`src/logic/rxm_consts.svh`:
```
// Purpose: Named offsets, bit positions and reset values for rxm_mac_ctrl
// Assumes: Included by bare name, definitions only
// Notes: Byte addresses on the 32-bit register bus
`ifndef RXM_CONSTS_SVH
`define RXM_CONSTS_SVH

// ********************
// Register offsets
// ********************
`define RXM_OFS_RX_STATUS 8'h00
`define RXM_OFS_RX_MASK 8'h04
`define RXM_OFS_TX_MODE 8'h08
`define RXM_OFS_RX_MODE 8'h0C
`define RXM_OFS_TX_STATUS 8'h10
`define RXM_OFS_DMA_CLEAR 8'h14

// ********************
// Receive status and mask bits
// ********************
`define RXM_RECEIVED_PACKET_FLAG 7
`define RXM_RD_TIMEOUT 6
`define RXM_DMA_DONE 5
`define RXM_REMOTE 4
`define RXM_RUNT 3
`define RXM_ALIGN 2
`define RXM_CRC 1
`define RXM_RING_FULL 0

// ********************
// Receive mode bits
// ********************
`define RXM_KEEP_BAD 5
`define RXM_KEEP_RUNT 3
`define RXM_REMOTE_EN 2

// ********************
// Transmit mode and status bits
// ********************
`define RXM_TALLY_HI 7
`define RXM_TALLY_LO 4
`define RXM_HOLD_N 2
`define RXM_LOOP_N 1
`define RXM_NO_DEFER 0
`define RXM_TX_COL 2
`define RXM_TX_COL16 1

// ********************
// Reset values and constants
// ********************
`define RXM_RST_MASK 8'h00
`define RXM_RST_TX_CTRL 3'h6
`define RXM_RST_RX_MODE 8'h00
`define RXM_CTRL_TYPE 16'h0900
`define RXM_COL_MAX 5'h10
`define RXM_TX_CTRL_MASK 8'h07
`define RXM_HTRANS_NONSEQ 2'h2
`define RXM_HSIZE_WORD 3'h2

`endif

```
`src/logic/rxm_pkg.sv`:
```
// Purpose: Types shared by the receive mask and transmit mode block
// Assumes: One clock domain
// Notes: Frame summaries arrive as one struct per frame
`default_nettype none
package rxm_pkg;

  // Summary of one received frame, valid with its end strobe
  typedef struct packed {
    logic runt;
    logic alignErr;
    logic crcErr;
    logic collision;
    logic noRoom;
    logic [15:0] typeField;
  } rxm_frame_type;

  // Transmit path events
  typedef struct packed {
    logic frameStart;
    logic collision;
  } rxm_tx_event_type;

  // Latched bus address phase
  typedef struct packed {
    logic write;
    logic [7:0] addr;
  } rxm_bus_phase_type;

endpackage
`default_nettype wire

```
`src/logic/rxm_mac_ctrl.sv`:
```
// Purpose: Receive interrupt mask, error monitoring modes, transmit mode
// Assumes: 40 MHz clock, inputs synchronous, AHB-Lite register slave
// Notes: Zero wait-state slave, answer always OKAY
//
// Notes on behaviour
// - Received-packet interrupt gated by mask bit 7
// - Read-timeout interrupt gated by mask bit 6
// - DMA-completion interrupt gated by mask bit 5
// - Control-type frame interrupt gated by bit 4
// - Bits 3,2,1 gate runt, align, check errors
// - Bit 0 gates ring full; mask resets zero
// - Both keep bits clear: store only clean frames
// - Keep-runt: store clean runts, set packet flag
// - Keep-errored: store errored frames, set packet flag
// - Retry tally bits 7:4 read-only, counts collisions
// - Hold bit low extends request through last cycle
// - Loopback bit active low, reset one
// - No-defer bit ignores carrier when high
// - Tally 1-15 binary; sixteen reads zero, flag
// - Status flags clear by writing one, except DMA done: write zero to DMA clear
// - Kept faulty frames need no collision seen
//
// Added by the designer: the register addresses and register access over AHB-Lite.
`include "rxm_consts.svh"
`default_nettype none
module rxm_mac_ctrl
  import rxm_pkg::*;
(
  input wire logic clock,
  input wire logic sys_rst,
  input wire logic hsel,
  input wire logic [31:0] haddr,
  input wire logic [1:0] htrans,
  input wire logic hwrite,
  input wire logic [2:0] hsize,
  input wire logic hready,
  input wire logic [31:0] hwdata,
  output logic [31:0] hrdata,
  output logic hreadyout,
  output logic hresp,
  input wire logic rxFrameEnd,
  input wire rxm_frame_type rxFrame,
  input wire logic hostReadTimeout,
  input wire logic dmaFinishedPin,
  input wire logic dmaActive,
  input wire logic [15:0] dmaCyclesLeft,
  input wire rxm_tx_event_type txEvent,
  output logic rxStore,
  output logic rxDiscard,
  output logic dmaRequestLine,
  output logic loopbackEnable,
  output logic deferDisable,
  output logic interrupt
);

  // ********************
  // Register state
  // ********************
  logic [7:0] receiveStatusFlags;
  logic [7:0] receiveInterruptMask;
  logic [2:0] transmitCtrl;
  logic [7:0] receiveModeControl;
  logic [2:0] transmitStatusFlags;
  logic [4:0] collisionCount;
  logic [3:0] retryTally;
  logic [7:0] transmitModeControl;
  rxm_bus_phase_type dataPhase;
  logic dataPhaseValid;
  logic addrPhase;
  logic busWrite;
  logic [7:0] wByte;

  // ********************
  // Bus slave
  // ********************
  // Zero wait states: the slave never stalls, so reads need no hold logic
  assign hreadyout = 1'b1;
  assign hresp = 1'b0;
  assign addrPhase = hsel && hready && (htrans == `RXM_HTRANS_NONSEQ)
    && (hsize == `RXM_HSIZE_WORD);
  assign busWrite = dataPhaseValid && dataPhase.write;
  assign wByte = hwdata[7:0];

  always_ff @(posedge clock or posedge sys_rst) begin
    if (sys_rst) begin
      dataPhaseValid <= 1'b0;
      dataPhase <= '0;
    end else if (hready) begin
      dataPhaseValid <= addrPhase;
      dataPhase.write <= hwrite;
      dataPhase.addr <= haddr[7:0];
    end
  end

  // Read data is captured at the address phase edge; a read right after
  // a write to the same register sees the value before that write
  always_ff @(posedge clock or posedge sys_rst) begin
    if (sys_rst) begin
      hrdata <= 32'h0;
    end else if (addrPhase && !hwrite) begin
      unique case (haddr[7:0])
        `RXM_OFS_RX_STATUS: hrdata <= {24'h0, receiveStatusFlags};
        `RXM_OFS_RX_MASK: hrdata <= {24'h0, receiveInterruptMask};
        `RXM_OFS_TX_MODE: hrdata <= {24'h0, transmitModeControl};
        `RXM_OFS_RX_MODE: hrdata <= {24'h0, receiveModeControl};
        `RXM_OFS_TX_STATUS: hrdata <= {29'h0, transmitStatusFlags};
        default: hrdata <= 32'h0;
      endcase
    end
  end

  // ********************
  // Control registers
  // ********************
  function automatic logic hit(input logic [7:0] ofs);
    hit = busWrite && (dataPhase.addr == ofs);
  endfunction

  always_ff @(posedge clock or posedge sys_rst) begin
    if (sys_rst) begin
      receiveInterruptMask <= `RXM_RST_MASK;
    end else if (hit(`RXM_OFS_RX_MASK)) begin
      receiveInterruptMask <= wByte;
    end
  end

  always_ff @(posedge clock or posedge sys_rst) begin
    if (sys_rst) begin
      receiveModeControl <= `RXM_RST_RX_MODE;
    end else if (hit(`RXM_OFS_RX_MODE)) begin
      receiveModeControl <= wByte;
    end
  end

  always_ff @(posedge clock or posedge sys_rst) begin
    if (sys_rst) begin
      transmitCtrl <= `RXM_RST_TX_CTRL;
    end else if (hit(`RXM_OFS_TX_MODE)) begin
      transmitCtrl <= wByte[`RXM_HOLD_N:`RXM_NO_DEFER];
    end
  end

  assign transmitModeControl = {retryTally, 1'b0, transmitCtrl};

  assign loopbackEnable = !transmitCtrl[`RXM_LOOP_N];
  assign deferDisable = transmitCtrl[`RXM_NO_DEFER];

  // ********************
  // Receive acceptance
  // ********************
  logic keepBad;
  logic keepRunt;
  logic anyError;
  logic cleanFrame;
  logic cleanRunt;
  logic accept;
  logic storeNow;
  logic remoteHit;

  assign keepBad = receiveModeControl[`RXM_KEEP_BAD];
  assign keepRunt = receiveModeControl[`RXM_KEEP_RUNT];
  assign anyError = rxFrame.runt || rxFrame.alignErr || rxFrame.crcErr;
  assign cleanFrame = !anyError && !rxFrame.collision;
  // Keep-runt keeps a runt only if otherwise clean
  assign cleanRunt = rxFrame.runt && !rxFrame.alignErr && !rxFrame.crcErr;

  always_comb begin
    accept = cleanFrame;
    // Kept faulty frames need no collision
    if (keepRunt && cleanRunt && !rxFrame.collision) begin
      accept = 1'b1;
    end
    if (keepBad && anyError && !rxFrame.collision) begin
      accept = 1'b1;
    end
  end

  assign storeNow = rxFrameEnd && accept && !rxFrame.noRoom;
  assign remoteHit = storeNow && receiveModeControl[`RXM_REMOTE_EN]
    && (rxFrame.typeField == `RXM_CTRL_TYPE);

  always_ff @(posedge clock or posedge sys_rst) begin
    if (sys_rst) begin
      rxStore <= 1'b0;
      rxDiscard <= 1'b0;
    end else begin
      rxStore <= storeNow;
      rxDiscard <= rxFrameEnd && !storeNow;
    end
  end

  // ********************
  // Receive status flags
  // ********************
  logic [7:0] rxSet;
  logic [7:0] rxClear;
  logic dmaClear;

  always_comb begin
    rxSet = 8'h00;
    // Packet flag on every stored frame
    rxSet[`RXM_RECEIVED_PACKET_FLAG] = storeNow;
    rxSet[`RXM_RD_TIMEOUT] = hostReadTimeout;
    rxSet[`RXM_DMA_DONE] = dmaFinishedPin;
    rxSet[`RXM_REMOTE] = remoteHit;
    // Error flags on any faulty frame
    rxSet[`RXM_RUNT] = rxFrameEnd && rxFrame.runt;
    rxSet[`RXM_ALIGN] = rxFrameEnd && rxFrame.alignErr;
    rxSet[`RXM_CRC] = rxFrameEnd && rxFrame.crcErr;
    rxSet[`RXM_RING_FULL] = rxFrameEnd && accept && rxFrame.noRoom;
  end

  // Write one clears, except DMA bit
  assign rxClear = hit(`RXM_OFS_RX_STATUS)
    ? (wByte & ~(8'h01 << `RXM_DMA_DONE)) : 8'h00;
  // DMA completion clears only through its own register
  assign dmaClear = hit(`RXM_OFS_DMA_CLEAR) && (wByte == 8'h00);

  // Set wins over a clear in the same cycle, so no event is lost
  genvar gi;
  generate
    for (gi = 0; gi < 8; gi++) begin : gFlag
      always_ff @(posedge clock or posedge sys_rst) begin
        if (sys_rst) begin
          receiveStatusFlags[gi] <= 1'b0;
        end else if (rxSet[gi]) begin
          receiveStatusFlags[gi] <= 1'b1;
        end else if (rxClear[gi] || (gi == `RXM_DMA_DONE && dmaClear)) begin
          receiveStatusFlags[gi] <= 1'b0;
        end
      end
    end
  endgenerate

  // ********************
  // Interrupt
  // ********************
  // Per-bit gating
  assign interrupt = |(receiveStatusFlags & receiveInterruptMask);

  // ********************
  // DMA request
  // ********************
  logic needCycles;

  // Hold through last cycle when low
  assign needCycles = transmitCtrl[`RXM_HOLD_N]
    ? (dmaCyclesLeft > 16'h0001) : (dmaCyclesLeft != 16'h0000);
  // A finished transfer blocks further requests until cleared
  assign dmaRequestLine = dmaActive && needCycles
    && !receiveStatusFlags[`RXM_DMA_DONE];

  // ********************
  // Collision tally
  // ********************
  always_ff @(posedge clock or posedge sys_rst) begin
    if (sys_rst) begin
      collisionCount <= 5'h00;
    end else if (txEvent.frameStart) begin
      collisionCount <= 5'h00;
    end else if (txEvent.collision && collisionCount != `RXM_COL_MAX) begin
      collisionCount <= collisionCount + 5'h01;
    end
  end

  // Sixteen wraps to zero in the tally
  assign retryTally = collisionCount[3:0];

  logic [2:0] txSet;
  logic [2:0] txClear;

  always_comb begin
    txSet = 3'h0;
    txSet[`RXM_TX_COL] = txEvent.collision && !txEvent.frameStart;
    txSet[`RXM_TX_COL16] = txEvent.collision && !txEvent.frameStart
      && (collisionCount == `RXM_COL_MAX - 5'h01);
  end

  assign txClear = hit(`RXM_OFS_TX_STATUS) ? wByte[2:0] : 3'h0;

  always_ff @(posedge clock or posedge sys_rst) begin
    if (sys_rst) begin
      transmitStatusFlags <= 3'h0;
    end else begin
      transmitStatusFlags <= txSet | (transmitStatusFlags & ~txClear);
    end
  end

endmodule
`default_nettype wire

```
`config.mk`:
```
export PLATFORM = sky130hd
export DESIGN_NAME = rxm_mac_ctrl
export DESIGN_NICKNAME = d
export VERILOG_FILES = /design/src/logic/rxm_pkg.sv /design/src/logic/rxm_mac_ctrl.sv
export VERILOG_INCLUDE_DIRS = /design/src /design/src/logic
export SDC_FILE = /design/constraint.sdc
export NUM_CORES = 1
export LEC_CHECK = 0
export BUFFER_PORTS_ARGS = -buffer_cell sky130_fd_sc_hd__buf_2
export CORE_ASPECT_RATIO = 1.4
export CORE_MARGIN = 2
export CORE_UTILIZATION = 25
export DETAILED_ROUTE_END_ITERATION = 7
export PLACE_DENSITY_LB_ADDON = 0.05
export SETUP_SLACK_MARGIN = 0.05
export SYNTH_ARGS = -nofsm -noshare
export SYNTH_HDL_FRONTEND = slang
export SYNTH_SLANG_ARGS = --single-unit
```
`constraint.sdc`:
```
create_clock -name clock -period 2.29 [get_ports clock]
set_clock_uncertainty 0.15 [all_clocks]
set_input_delay 0 -clock clock [delete_from_list [all_inputs] [get_ports clock]]
set_output_delay 0 -clock clock [all_outputs]
set_load 0.005 [all_outputs]
```
==> reports/qor.txt, run 1 <==
Outcome - finished clean
Number of global-route vias before repair - 2288
Post-synth EDFFs - 0
DRC - 0
Worst Hold Class - input pin to flip-flop
Latest clock arrival within the worst-skew pair - 300 ps
Slowest Stage Delay on Critical Path - 630 ps
Final net count - 492
Adder-Cell Fraction of Synth Area - 1.30%
Worst reg2reg path startpoint - collisionCount[1]
Root Driver - clkbuf_16
Via count - 2287
Nature of the critical path endpoint - flip-flop
Seq. cell area - 0.00138 mm2
Synth warnings - 0
Area grow syn2layout - 35.5%
Gr ovfl total - 0
F_max - 486 MHz
Final setup violation count - 0
Sink count of the clock tree - 55
Synth Instances - 253
Multi-input logic area - 0.00136 mm2
Hold endpoint - dataPhase[5]
Synthesis-stage register bit count - 55
CP cell instances - dlygate4sd3_1 -> buf_2 -> nor4_1 -> nand4_1 -> or4b_2 -> a21o_1
Total GRT Usage - 13.2%
First-pass GRT wire length - 12600 um
Top cell type's share of synthesized area - 45.9%
Peak VDD IR - 0.000259 V
Core ar. - 0.0113 mm2
CP required - 2330 ps
Setup CP Type - input pin to flip-flop
Vias per Instance - 4.42
Final period util - 89.9%
DRT antenna net count - 0
Crit-path max FO - 2
Data arrival, critical path - 2100 ps
Fin crit period - 2060 ps
CTS Buffer Depth - 2
Synth Area in Compound Gates - 7.92%
Synth async-reset ratio - 100%
Htree depth - 2
Worst Hold Launch - hready
Wire length per cell - 15.3 um
Leakage power - 1.80 nW
Slowest cell on crit path - or4b_2
Largest net degree at the start of global routing - 30
HPWL after DPL - 6120 um
FF-to-FF End - collisionCount[0]
Synth top area cells - dfrtp_1, mux2_2, buf_4
Most used DFF post-synth - dfrtp_1
Register area share after synthesis - 47.7%
Synth Area in Simple Gates - 16.5%
Syn Std Cell Area - 0.00289 mm2
Hold path depth - 2
Max-cap viol count - 0
PD cells - 565 mW/mm2
Number of fill cells in the layout - 1183
Cell taking the most area after synthesis - dfrtp_1
Initial antenna violation count - 0
Setup TNS - 0 ps
Commonest non-fill, non-tap cell in the layout - buf_2
CTS buffer count - 5
Post-CTS resize count - 0
Relative slew slack - 55.3%
Worst Setup Start Kind - input pin
Final WL - 7890 um
Synth Area in XOR/XNOR - 0.909%
Starting Density - 25.6%
Die W - 94.9 um
RSZ-0062 raised after global routing - no
FF-to-FF setup slack - 300 ps
Clock-pin slew on the worst setup and hold paths - 70 ps
Row cnt - 46
Largest family of logic cells by synthesized area - multiplexers
Drt first-iter violations - 55
Mux contribution to synthesized area - 16.9%
Highest-count cells in the layout ignoring fill and taps - buf_2, dfrtp_1, dlygate4sd3_1
Worst-case reg-to-reg path depth - 7
Total power - 2.21 mW
CTS tree - yes
Layout cell share with drive strength beyond 1 - 37.3%
Final GP Congestion - 0.734
Drt pass-1 iters - 4
Final slew viol count - 0
Actual slew at the worst max-slew pin - 670 ps
Yosys cell types - 43
Number of diodes - 0
Die area - 0.0124 mm2
Die Span Y - 131 um
IO Port Bufs - 82
Final hold vios - 0
Top-Level Pins - 157
Synthesized area per cell - 11.4 um2
==> sequential cells by signal, summed over array words and instances (netlist names) <==
| name | cells |
|---|---|
| dataPhaseValid | 1 |
| transmitCtrl | 3 |
| rxStore | 1 |
| receiveInterruptMask | 8 |
| collisionCount | 5 |
| transmitStatusFlags | 3 |
| hrdata | 8 |
| dataPhase | 9 |
| rxDiscard | 1 |
| receiveStatusFlags | 8 |
| receiveModeControl | 8 |
==> logic make-up after synthesis <==
| logic type | after synthesis |
|---|---|
| AND/OR/NAND/NOR | 79 |
| flip-flops | 55 |
| multiplexers | 40 |
| buffers and inverters | 39 |
| AO/OA/AOI/OAI | 32 |
| adder cells (fa/ha/maj) | 3 |
| XOR/XNOR | 3 |
| other | 2 |
==> worst max-delay path: cells and delay by family <==
kind,cells,cell delay (ps)
and+or+nand+nor,3,1220
buffers and inverters,2,680
AOI/OAI and AO/OA,1,190
==> per-stage QoR <==
stage	utilization, %	area [um2]	worst slack, ps	hold slack, ps	std cells
after global routing	34.7	3920	123	17.1	517
after floorplan	-	2980	427	-86.9	277
after global placement	30.4	3430	314	-10.2	478
after CTS	34.7	3920	210	2.24	517
after detailed placement	30.4	3430	344	-13.8	478
final	34.7	3920	230	1.20	517
==> worst max path at each step <==
stage | from | end | depth (start not counted)
floorplan | dataPhase[1] | transmitStatusFlags[1] | 4
global placement | dataPhase[1] | receiveStatusFlags[4] | 5
detailed placement | dataPhase[1] | transmitStatusFlags[1] | 5
CTS | hwdata[2] | receiveStatusFlags[5] | 6
global route | hwdata[2] | receiveStatusFlags[5] | 6
finish | hwdata[2] | receiveStatusFlags[5] | 6
==> per-layer routing <==
metal	global-route usage (%)	vias to the layer above	routed length, um
met5	0	-	0
met3	2.12	10	282
li1	-	1115	-
met4	4.51	0	140
met2	22.7	63	4100
met1	16.6	1099	3370
==> synthesized netlist by cell type, drive strengths merged (3+ instances only) <==
cell	count
dfrtp	53
mux2	30
buf	29
nand2	19
nor2	12
nor4	9
o21ai	8
nand2b	7
a22o	6
inv	6
mux2i	6
a22oi	5
nand4	5
nor3	5
a21o	4
a311oi	4
clkbuf	4
mux4	4
ha	3
nand4bb	3
nor4b	3
or4b	3
==> repair_timing <==
item | in CTS | in global routing
endpoints found under the setup margin | 0 | 0
hold buffers | 31 | 0
hold endpoints to repair | 76 | 0
buffers inserted | 0 | 0
==> power by group <==
group | leakage, nW | total (mW) | internal, mW | switching, mW
Combinational | 1.04 | 0.269 | 0.145 | 0.124
Clock | 0.0868 | 0.908 | 0.545 | 0.363
Sequential | 0.676 | 1.04 | 1.00 | 0.0333
==> layout make-up <==
class                   count  area share [%]
multi-input cells         183            34.6
flip-flops and latches     55            35.2
repair buffers            121            20.6
well taps                 144            4.60
clock buffers               6            3.55
inverters                   6           0.575
clock inverters             2           0.895
Power figures use the tool's default switching activity.
==> inputs of run 2 (changes only) <==
--- a/config.mk
+++ b/config.mk
@@ -7,8 +7,9 @@
 export NUM_CORES = 1
 export LEC_CHECK = 0
 export BUFFER_PORTS_ARGS = -buffer_cell sky130_fd_sc_hd__buf_2
+export CELL_PAD_IN_SITES_DETAIL_PLACEMENT = 0
+export CELL_PAD_IN_SITES_GLOBAL_PLACEMENT = 2
 export CORE_ASPECT_RATIO = 1.4
-export CORE_MARGIN = 2
 export CORE_UTILIZATION = 25
 export DETAILED_ROUTE_END_ITERATION = 7
 export PLACE_DENSITY_LB_ADDON = 0.05
==> reports/qor.txt, run 2 (same netlist as run 1, synthesis figures left out) <==
Outcome - finished clean (unchanged)
Total GRT Usage - 14.1% (was 13.2%)
Root Driver - clkbuf_16 (unchanged)
F_max - 479 MHz (was 486 MHz)
Post-CTS setup buffer count - 0 (unchanged)
IO Port Bufs - 82 (unchanged)
Slowest Stage Delay on Critical Path - 630 ps (about the same)
Latest clock arrival within the worst-skew pair - 300 ps (about the same)
Worst Setup Start Kind - input pin (unchanged)
Largest register FFs - 9 (unchanged)
Highest-count cells in the layout ignoring fill and taps - buf_2, dfrtp_1, dlygate4sd3_1 (unchanged)
Final GP Congestion - 0.722 (was 0.734)
Max-cap viol count - 0 (unchanged)
Initial antenna violation count - 0 (unchanged)
Area grow syn2layout - 35.1% (was 35.5%)
Final setup margin - 204 ps (was 230 ps)
Worst Hold Class - input pin to flip-flop (unchanged)
Pre-CTS WS - 304 ps (was 344 ps)
Starting Density - 25.6% (unchanged)
Post-CTS resize count - 0 (unchanged)
CP cell instances - dlygate4sd3_1 -> buf_2 -> nor4_1 -> nand4_1 -> or4b_2 -> a21o_1 (unchanged)
Largest net degree at the start of global routing - 56 (was 30)
DRT antenna net count - 0 (unchanged)
Sink count of the clock tree - 55 (unchanged)
Clock-pin slew on the worst setup and hold paths - 70 ps (about the same)
Largest register by flop count - dataPhase (unchanged)
Final instance area - 0.00390 mm2 (was 0.00392 mm2)
First-pass GRT wire length - 12800 um (was 12600 um)
RSZ-0062 raised after global routing - no (unchanged)
Instance count on the critical path - 6 (unchanged)
CTS buffer count - 5 (unchanged)
Flop pwr share - 47.5% (was 46.8%)
Slowest cell on crit path - or4b_2 (unchanged)
Crit-path max FO - 6 (was 2)
Hold path depth - 2 (unchanged)
Final period util - 91.1% (was 89.9%)
Cell Count Post-Placement - 477 (was 478)
Final hold vios - 0 (unchanged)
Drt first-iter violations - 79 (was 55)
Die W - 92.9 um (was 94.9 um)
Final setup violation count - 0 (unchanged)
CTS Buffer Depth - 2 (unchanged)
Die Span Y - 129 um (was 131 um)
Nature of the critical path endpoint - flip-flop (unchanged)
Fin crit period - 2090 ps (was 2060 ps)
Final slew viol count - 0 (unchanged)
Number of global-route vias before repair - 2302 (was 2288)
Final std cells w/o fill - 516 (was 517)
CTS tree - yes (unchanged)
HPWL after DPL - 5880 um (was 6120 um)
Gr ovfl total - 0 (unchanged)
Worst-case reg-to-reg path depth - 7 (unchanged)
Core ar. - 0.0113 mm2 (unchanged)
Peak VDD IR - 0.000252 V (was 0.000259 V)
Number of diodes - 0 (unchanged)
Wire length per cell - 15.3 um (about the same)
Final net count - 491 (was 492)
Switching portion of total power - 23.6% (was 23.5%)
PD cells - 558 mW/mm2 (was 565 mW/mm2)
Drt pass-1 iters - 4 (unchanged)
Commonest non-fill, non-tap cell in the layout - buf_2 (unchanged)
CP required - 2330 ps (about the same)
Setup CP Type - input pin to flip-flop (unchanged)
Comb pwr share - 12.3% (was 12.1%)
Cell Area, Placed - 0.00342 mm2 (was 0.00343 mm2)
CP Buf/Inv Count - 2 (unchanged)
Layout cell share with drive strength beyond 1 - 37.1% (was 37.3%)
Die area - 0.0120 mm2 (was 0.0124 mm2)
Hold_buf cts - 31 (unchanged)
Row cnt - 46 (unchanged)
DRC - 0 (unchanged)
Vias per Instance - 4.46 (was 4.42)
Leakage power - 1.79 nW (was 1.80 nW)
Via count - 2302 (was 2287)
Final WL - 7870 um (was 7890 um)
CP delay by family, top - simple AND/OR/NAND/NOR gates (unchanged)
Clk network pwr share - 40.2% (was 41.0%)
Top-Level Pins - 157 (unchanged)
Psw - 0.514 mW (was 0.521 mW)
Setup TNS - 0 ps (unchanged)
Htree depth - 2 (unchanged)
Data arrival, critical path - 2120 ps (was 2100 ps)
Total power - 2.18 mW (was 2.21 mW)
P_int - 1.66 mW (was 1.69 mW)
## run 2: changes by cell type in the layout (fill, tap and decap cells not counted), sizes merged
cell	previous run	this run
clkbuf	6	5
clkinv	1	2
buf	90	89
## run 2: per-layer routing
layer	global-route usage (%)	vias up	part of all wire, %
li1	-	1110	-
met1	17.2	1114	42
met2	25.2	69	52
met3	2.11	9	3.4
met4	5.07	0	1.8
met5	0	-	0
## run 2: metrics by stage
stage | util [%] | hold slack [ps]
global placement | 30.4 | -64.5
detailed placement | 30.4 | -59.4
global route | 34.6 | 18.6
CTS | 34.6 | 8.05
floorplan | - | -86.9
finish | 34.6 | 10.1
## run 2: layout make-up
cell class,instances,area (um2)
Timing Repair Buffer,120,798
Sequential cell,55,1380
Multi-Input combinational cell,183,1360
Tap cell,144,180
Clock buffer,5,125
Inverter,6,22.5
Fill cell,1205,7380
Clock inverter,3,43.8
## run 2: path summary, 6_finish.rpt
path                                    from                    end  slack (ps)
setup / recovery                   hwdata[2]  receiveStatusFlags[5]         200
hold / removal                        hready           dataPhase[4]          10
setup reg to reg           collisionCount[1]      collisionCount[1]         340
hold reg to reg                    hrdata[5]              hrdata[5]         330
max in group asynchronous            sys_rst        transmitCtrl[1]        1550
min in group asynchronous            sys_rst        transmitCtrl[0]         150
## run 2: power by group through the flow
stage | clock (mW) | sequential, mW | combinational (mW)
3_3_place_gp | 0 | 1.05 | 0.231
5_1_grt | 0.955 | 1.04 | 0.301
4_1_cts | 0.927 | 1.04 | 0.273
6_report | 0.875 | 1.03 | 0.267
2_1_floorplan | 0 | 1.04 | 0.154
3_5_place_dp | 0 | 1.06 | 0.232
## run 2: worst register-to-register path: stages, from the launching register on
cell           delay (ps)
dfrtp_1               450
inv_1                  80
ha_1                  140
nand4bb_1             170
nand2_1               160
nand2_1                60
a21oi_1               140
dlygate4sd3_1         550
==> inputs of run 3 (changes only) <==
--- a/config.mk
+++ b/config.mk
@@ -6,13 +6,14 @@
 export SDC_FILE = /design/constraint.sdc
 export NUM_CORES = 1
 export LEC_CHECK = 0
-export BUFFER_PORTS_ARGS = -buffer_cell sky130_fd_sc_hd__buf_2
+export CAP_MARGIN = 0
 export CELL_PAD_IN_SITES_DETAIL_PLACEMENT = 0
 export CELL_PAD_IN_SITES_GLOBAL_PLACEMENT = 2
 export CORE_ASPECT_RATIO = 1.4
 export CORE_UTILIZATION = 25
 export DETAILED_ROUTE_END_ITERATION = 7
-export PLACE_DENSITY_LB_ADDON = 0.05
+export DONT_BUFFER_PORTS = 1
+export PLACE_DENSITY_LB_ADDON = 0.1
 export SETUP_SLACK_MARGIN = 0.05
 export SYNTH_ARGS = -nofsm -noshare
 export SYNTH_HDL_FRONTEND = slang
==> reports/qor.txt, run 3 (same netlist as run 1, synthesis figures left out) <==
CTS Buffer Depth - 2 (unchanged)
Max-cap viol count - 0 (unchanged)
Cell Area, Placed - 0.00300 mm2 (was 0.00342 mm2)
Final GP Congestion - 0.698 (was 0.722)
Final period util - 92.1% (was 91.1%)
Multi-input logic area - 0.00136 mm2 (unchanged)
Highest-count cells in the layout ignoring fill and taps - dfrtp_1, dlygate4sd3_1, mux2_2 (was buf_2, dfrtp_1, dlygate4sd3_1)
CTS buffer count - 5 (unchanged)
Peak VDD IR - 0.000322 V (was 0.000252 V)
Seq. cell area - 0.00138 mm2 (unchanged)
Actual slew at the worst max-slew pin - 764 ps
Post-CTS resize count - 0 (unchanged)
Relative slew slack - 48.9%
Crit-path max FO - 6 (unchanged)
F_max - 474 MHz (was 479 MHz)
Largest register FFs - 9 (unchanged)
Layout cell share with drive strength beyond 1 - 18.7% (was 37.1%)
Final net count - 424 (was 491)
Sink count of the clock tree - 55 (unchanged)
Die Span Y - 129 um (unchanged)
DRT antenna net count - 0 (unchanged)
Setup CP Type - input pin to flip-flop (unchanged)
Core ar. - 0.0113 mm2 (unchanged)
Latest clock arrival within the worst-skew pair - 300 ps (about the same)
Total power - 2.27 mW (was 2.18 mW)
Initial antenna violation count - 0 (unchanged)
CP required - 2340 ps (was 2330 ps)
Die W - 92.9 um (unchanged)
Via count - 2076 (was 2302)
Row cnt - 46 (unchanged)
Worst Hold Class - input pin to flip-flop (unchanged)
Clock-pin slew on the worst setup and hold paths - 80 ps (was 70 ps)
Nature of the critical path endpoint - flip-flop (unchanged)
Commonest non-fill, non-tap cell in the layout - dfrtp_1 (was buf_2)
Final hold vios - 0 (unchanged)
Number of global-route vias before repair - 2107 (was 2302)
Final Util - 32.3% (was 34.6%)
CTS tree - yes (unchanged)
Drt pass-1 iters - 4 (unchanged)
Leakage power - 1.51 nW (was 1.79 nW)
Fin crit period - 2110 ps (was 2090 ps)
Starting Density - 25.6% (unchanged)
First-pass GRT wire length - 12200 um (was 12800 um)
Number of diodes - 0 (unchanged)
Htree depth - 2 (unchanged)
Final instance area - 0.00364 mm2 (was 0.00390 mm2)
Area grow syn2layout - 25.9% (was 35.1%)
DRC - 0 (unchanged)
Final WL - 7950 um (was 7870 um)
Largest net degree at the start of global routing - 35 (was 56)
Top-Level Pins - 157 (unchanged)
Total GRT Usage - 13.8% (was 14.1%)
Worst Setup Start Kind - input pin (unchanged)
Final slew viol count - 0 (unchanged)
Die area - 0.0120 mm2 (unchanged)
Root Driver - clkbuf_16 (unchanged)
Outcome - finished clean (unchanged)
Gr ovfl total - 0 (unchanged)
Vias per Instance - 4.62 (was 4.46)
PD cells - 625 mW/mm2 (was 558 mW/mm2)
IO Port Bufs - 0 (was 82)
Wire length per cell - 17.7 um (was 15.3 um)
Drt first-iter violations - 31 (was 79)
RSZ-0062 raised after global routing - no (unchanged)
Setup TNS - 0 ps (unchanged)
Final setup violation count - 0 (unchanged)
Data arrival, critical path - 2160 ps (was 2120 ps)
Largest register by flop count - dataPhase (unchanged)
Number of fill cells in the layout - 1204 (was 1205)
HPWL after DPL - 5770 um (was 5880 um)
run 3: area by class of cell:
cell class	instances	share of cell area (%)
repair buffers	53	14.0
clock inverters	3	1.86
well taps	144	4.95
multi-input cells	183	37.2
flip-flops and latches	55	37.9
inverters	6	0.619
clock buffers	5	3.44
run 3: path summary, 6_finish.rpt:
check	from	to	slack [ps]	depth (start not counted)
max	hwdata[2]	receiveStatusFlags[5]	180	5
min	htrans[1]	hrdata[7]	2	3
max reg2reg	collisionCount[0]	collisionCount[0]	280	7
min reg2reg	transmitStatusFlags[2]	transmitStatusFlags[2]	350	1
max in group asynchronous	sys_rst	receiveInterruptMask[1]	1150	3
min in group asynchronous	sys_rst	transmitCtrl[0]	150	2
run 3: layer usage:
layer  global-route usage, %  vias up  part of all wire (%)
li1                        -      970                     -
met1                    16.5     1026                    41
met2                    25.4       73                    54
met3                    2.17        7                   4.2
met4                    3.80        0                   1.2
met5                       0        -                     0
run 3: through the flow:
step           worst slack [ps]  std cells  hold slack (ps)
6_report                    181        449             1.95
5_1_grt                     129        449             43.9
4_1_cts                     174        449             2.32
3_5_place_dp                286        396            -85.4
3_3_place_gp                310        396            -82.1
2_1_floorplan               427        277            -86.9
run 3: report_power, final:
group,internal [mW],switching (mW)
Clock,0.627,0.375
Combinational,0.127,0.110
Sequential,1.00,0.0329
run 3: timing repair:
| item | CTS | global route |
|---|---|---|
| buffers inserted | 0 | 0 |
| hold buffers | 45 | 0 |
| hold endpoints to repair | 86 | 0 |
| setup endpoints to repair | 0 | 0 |
run 3: worst max-delay path: stages:
cell and delay, ps:
dlygate4sd3_1 670, nor4_1 510, nand4_1 160, or4b_2 630, a21o_1 190
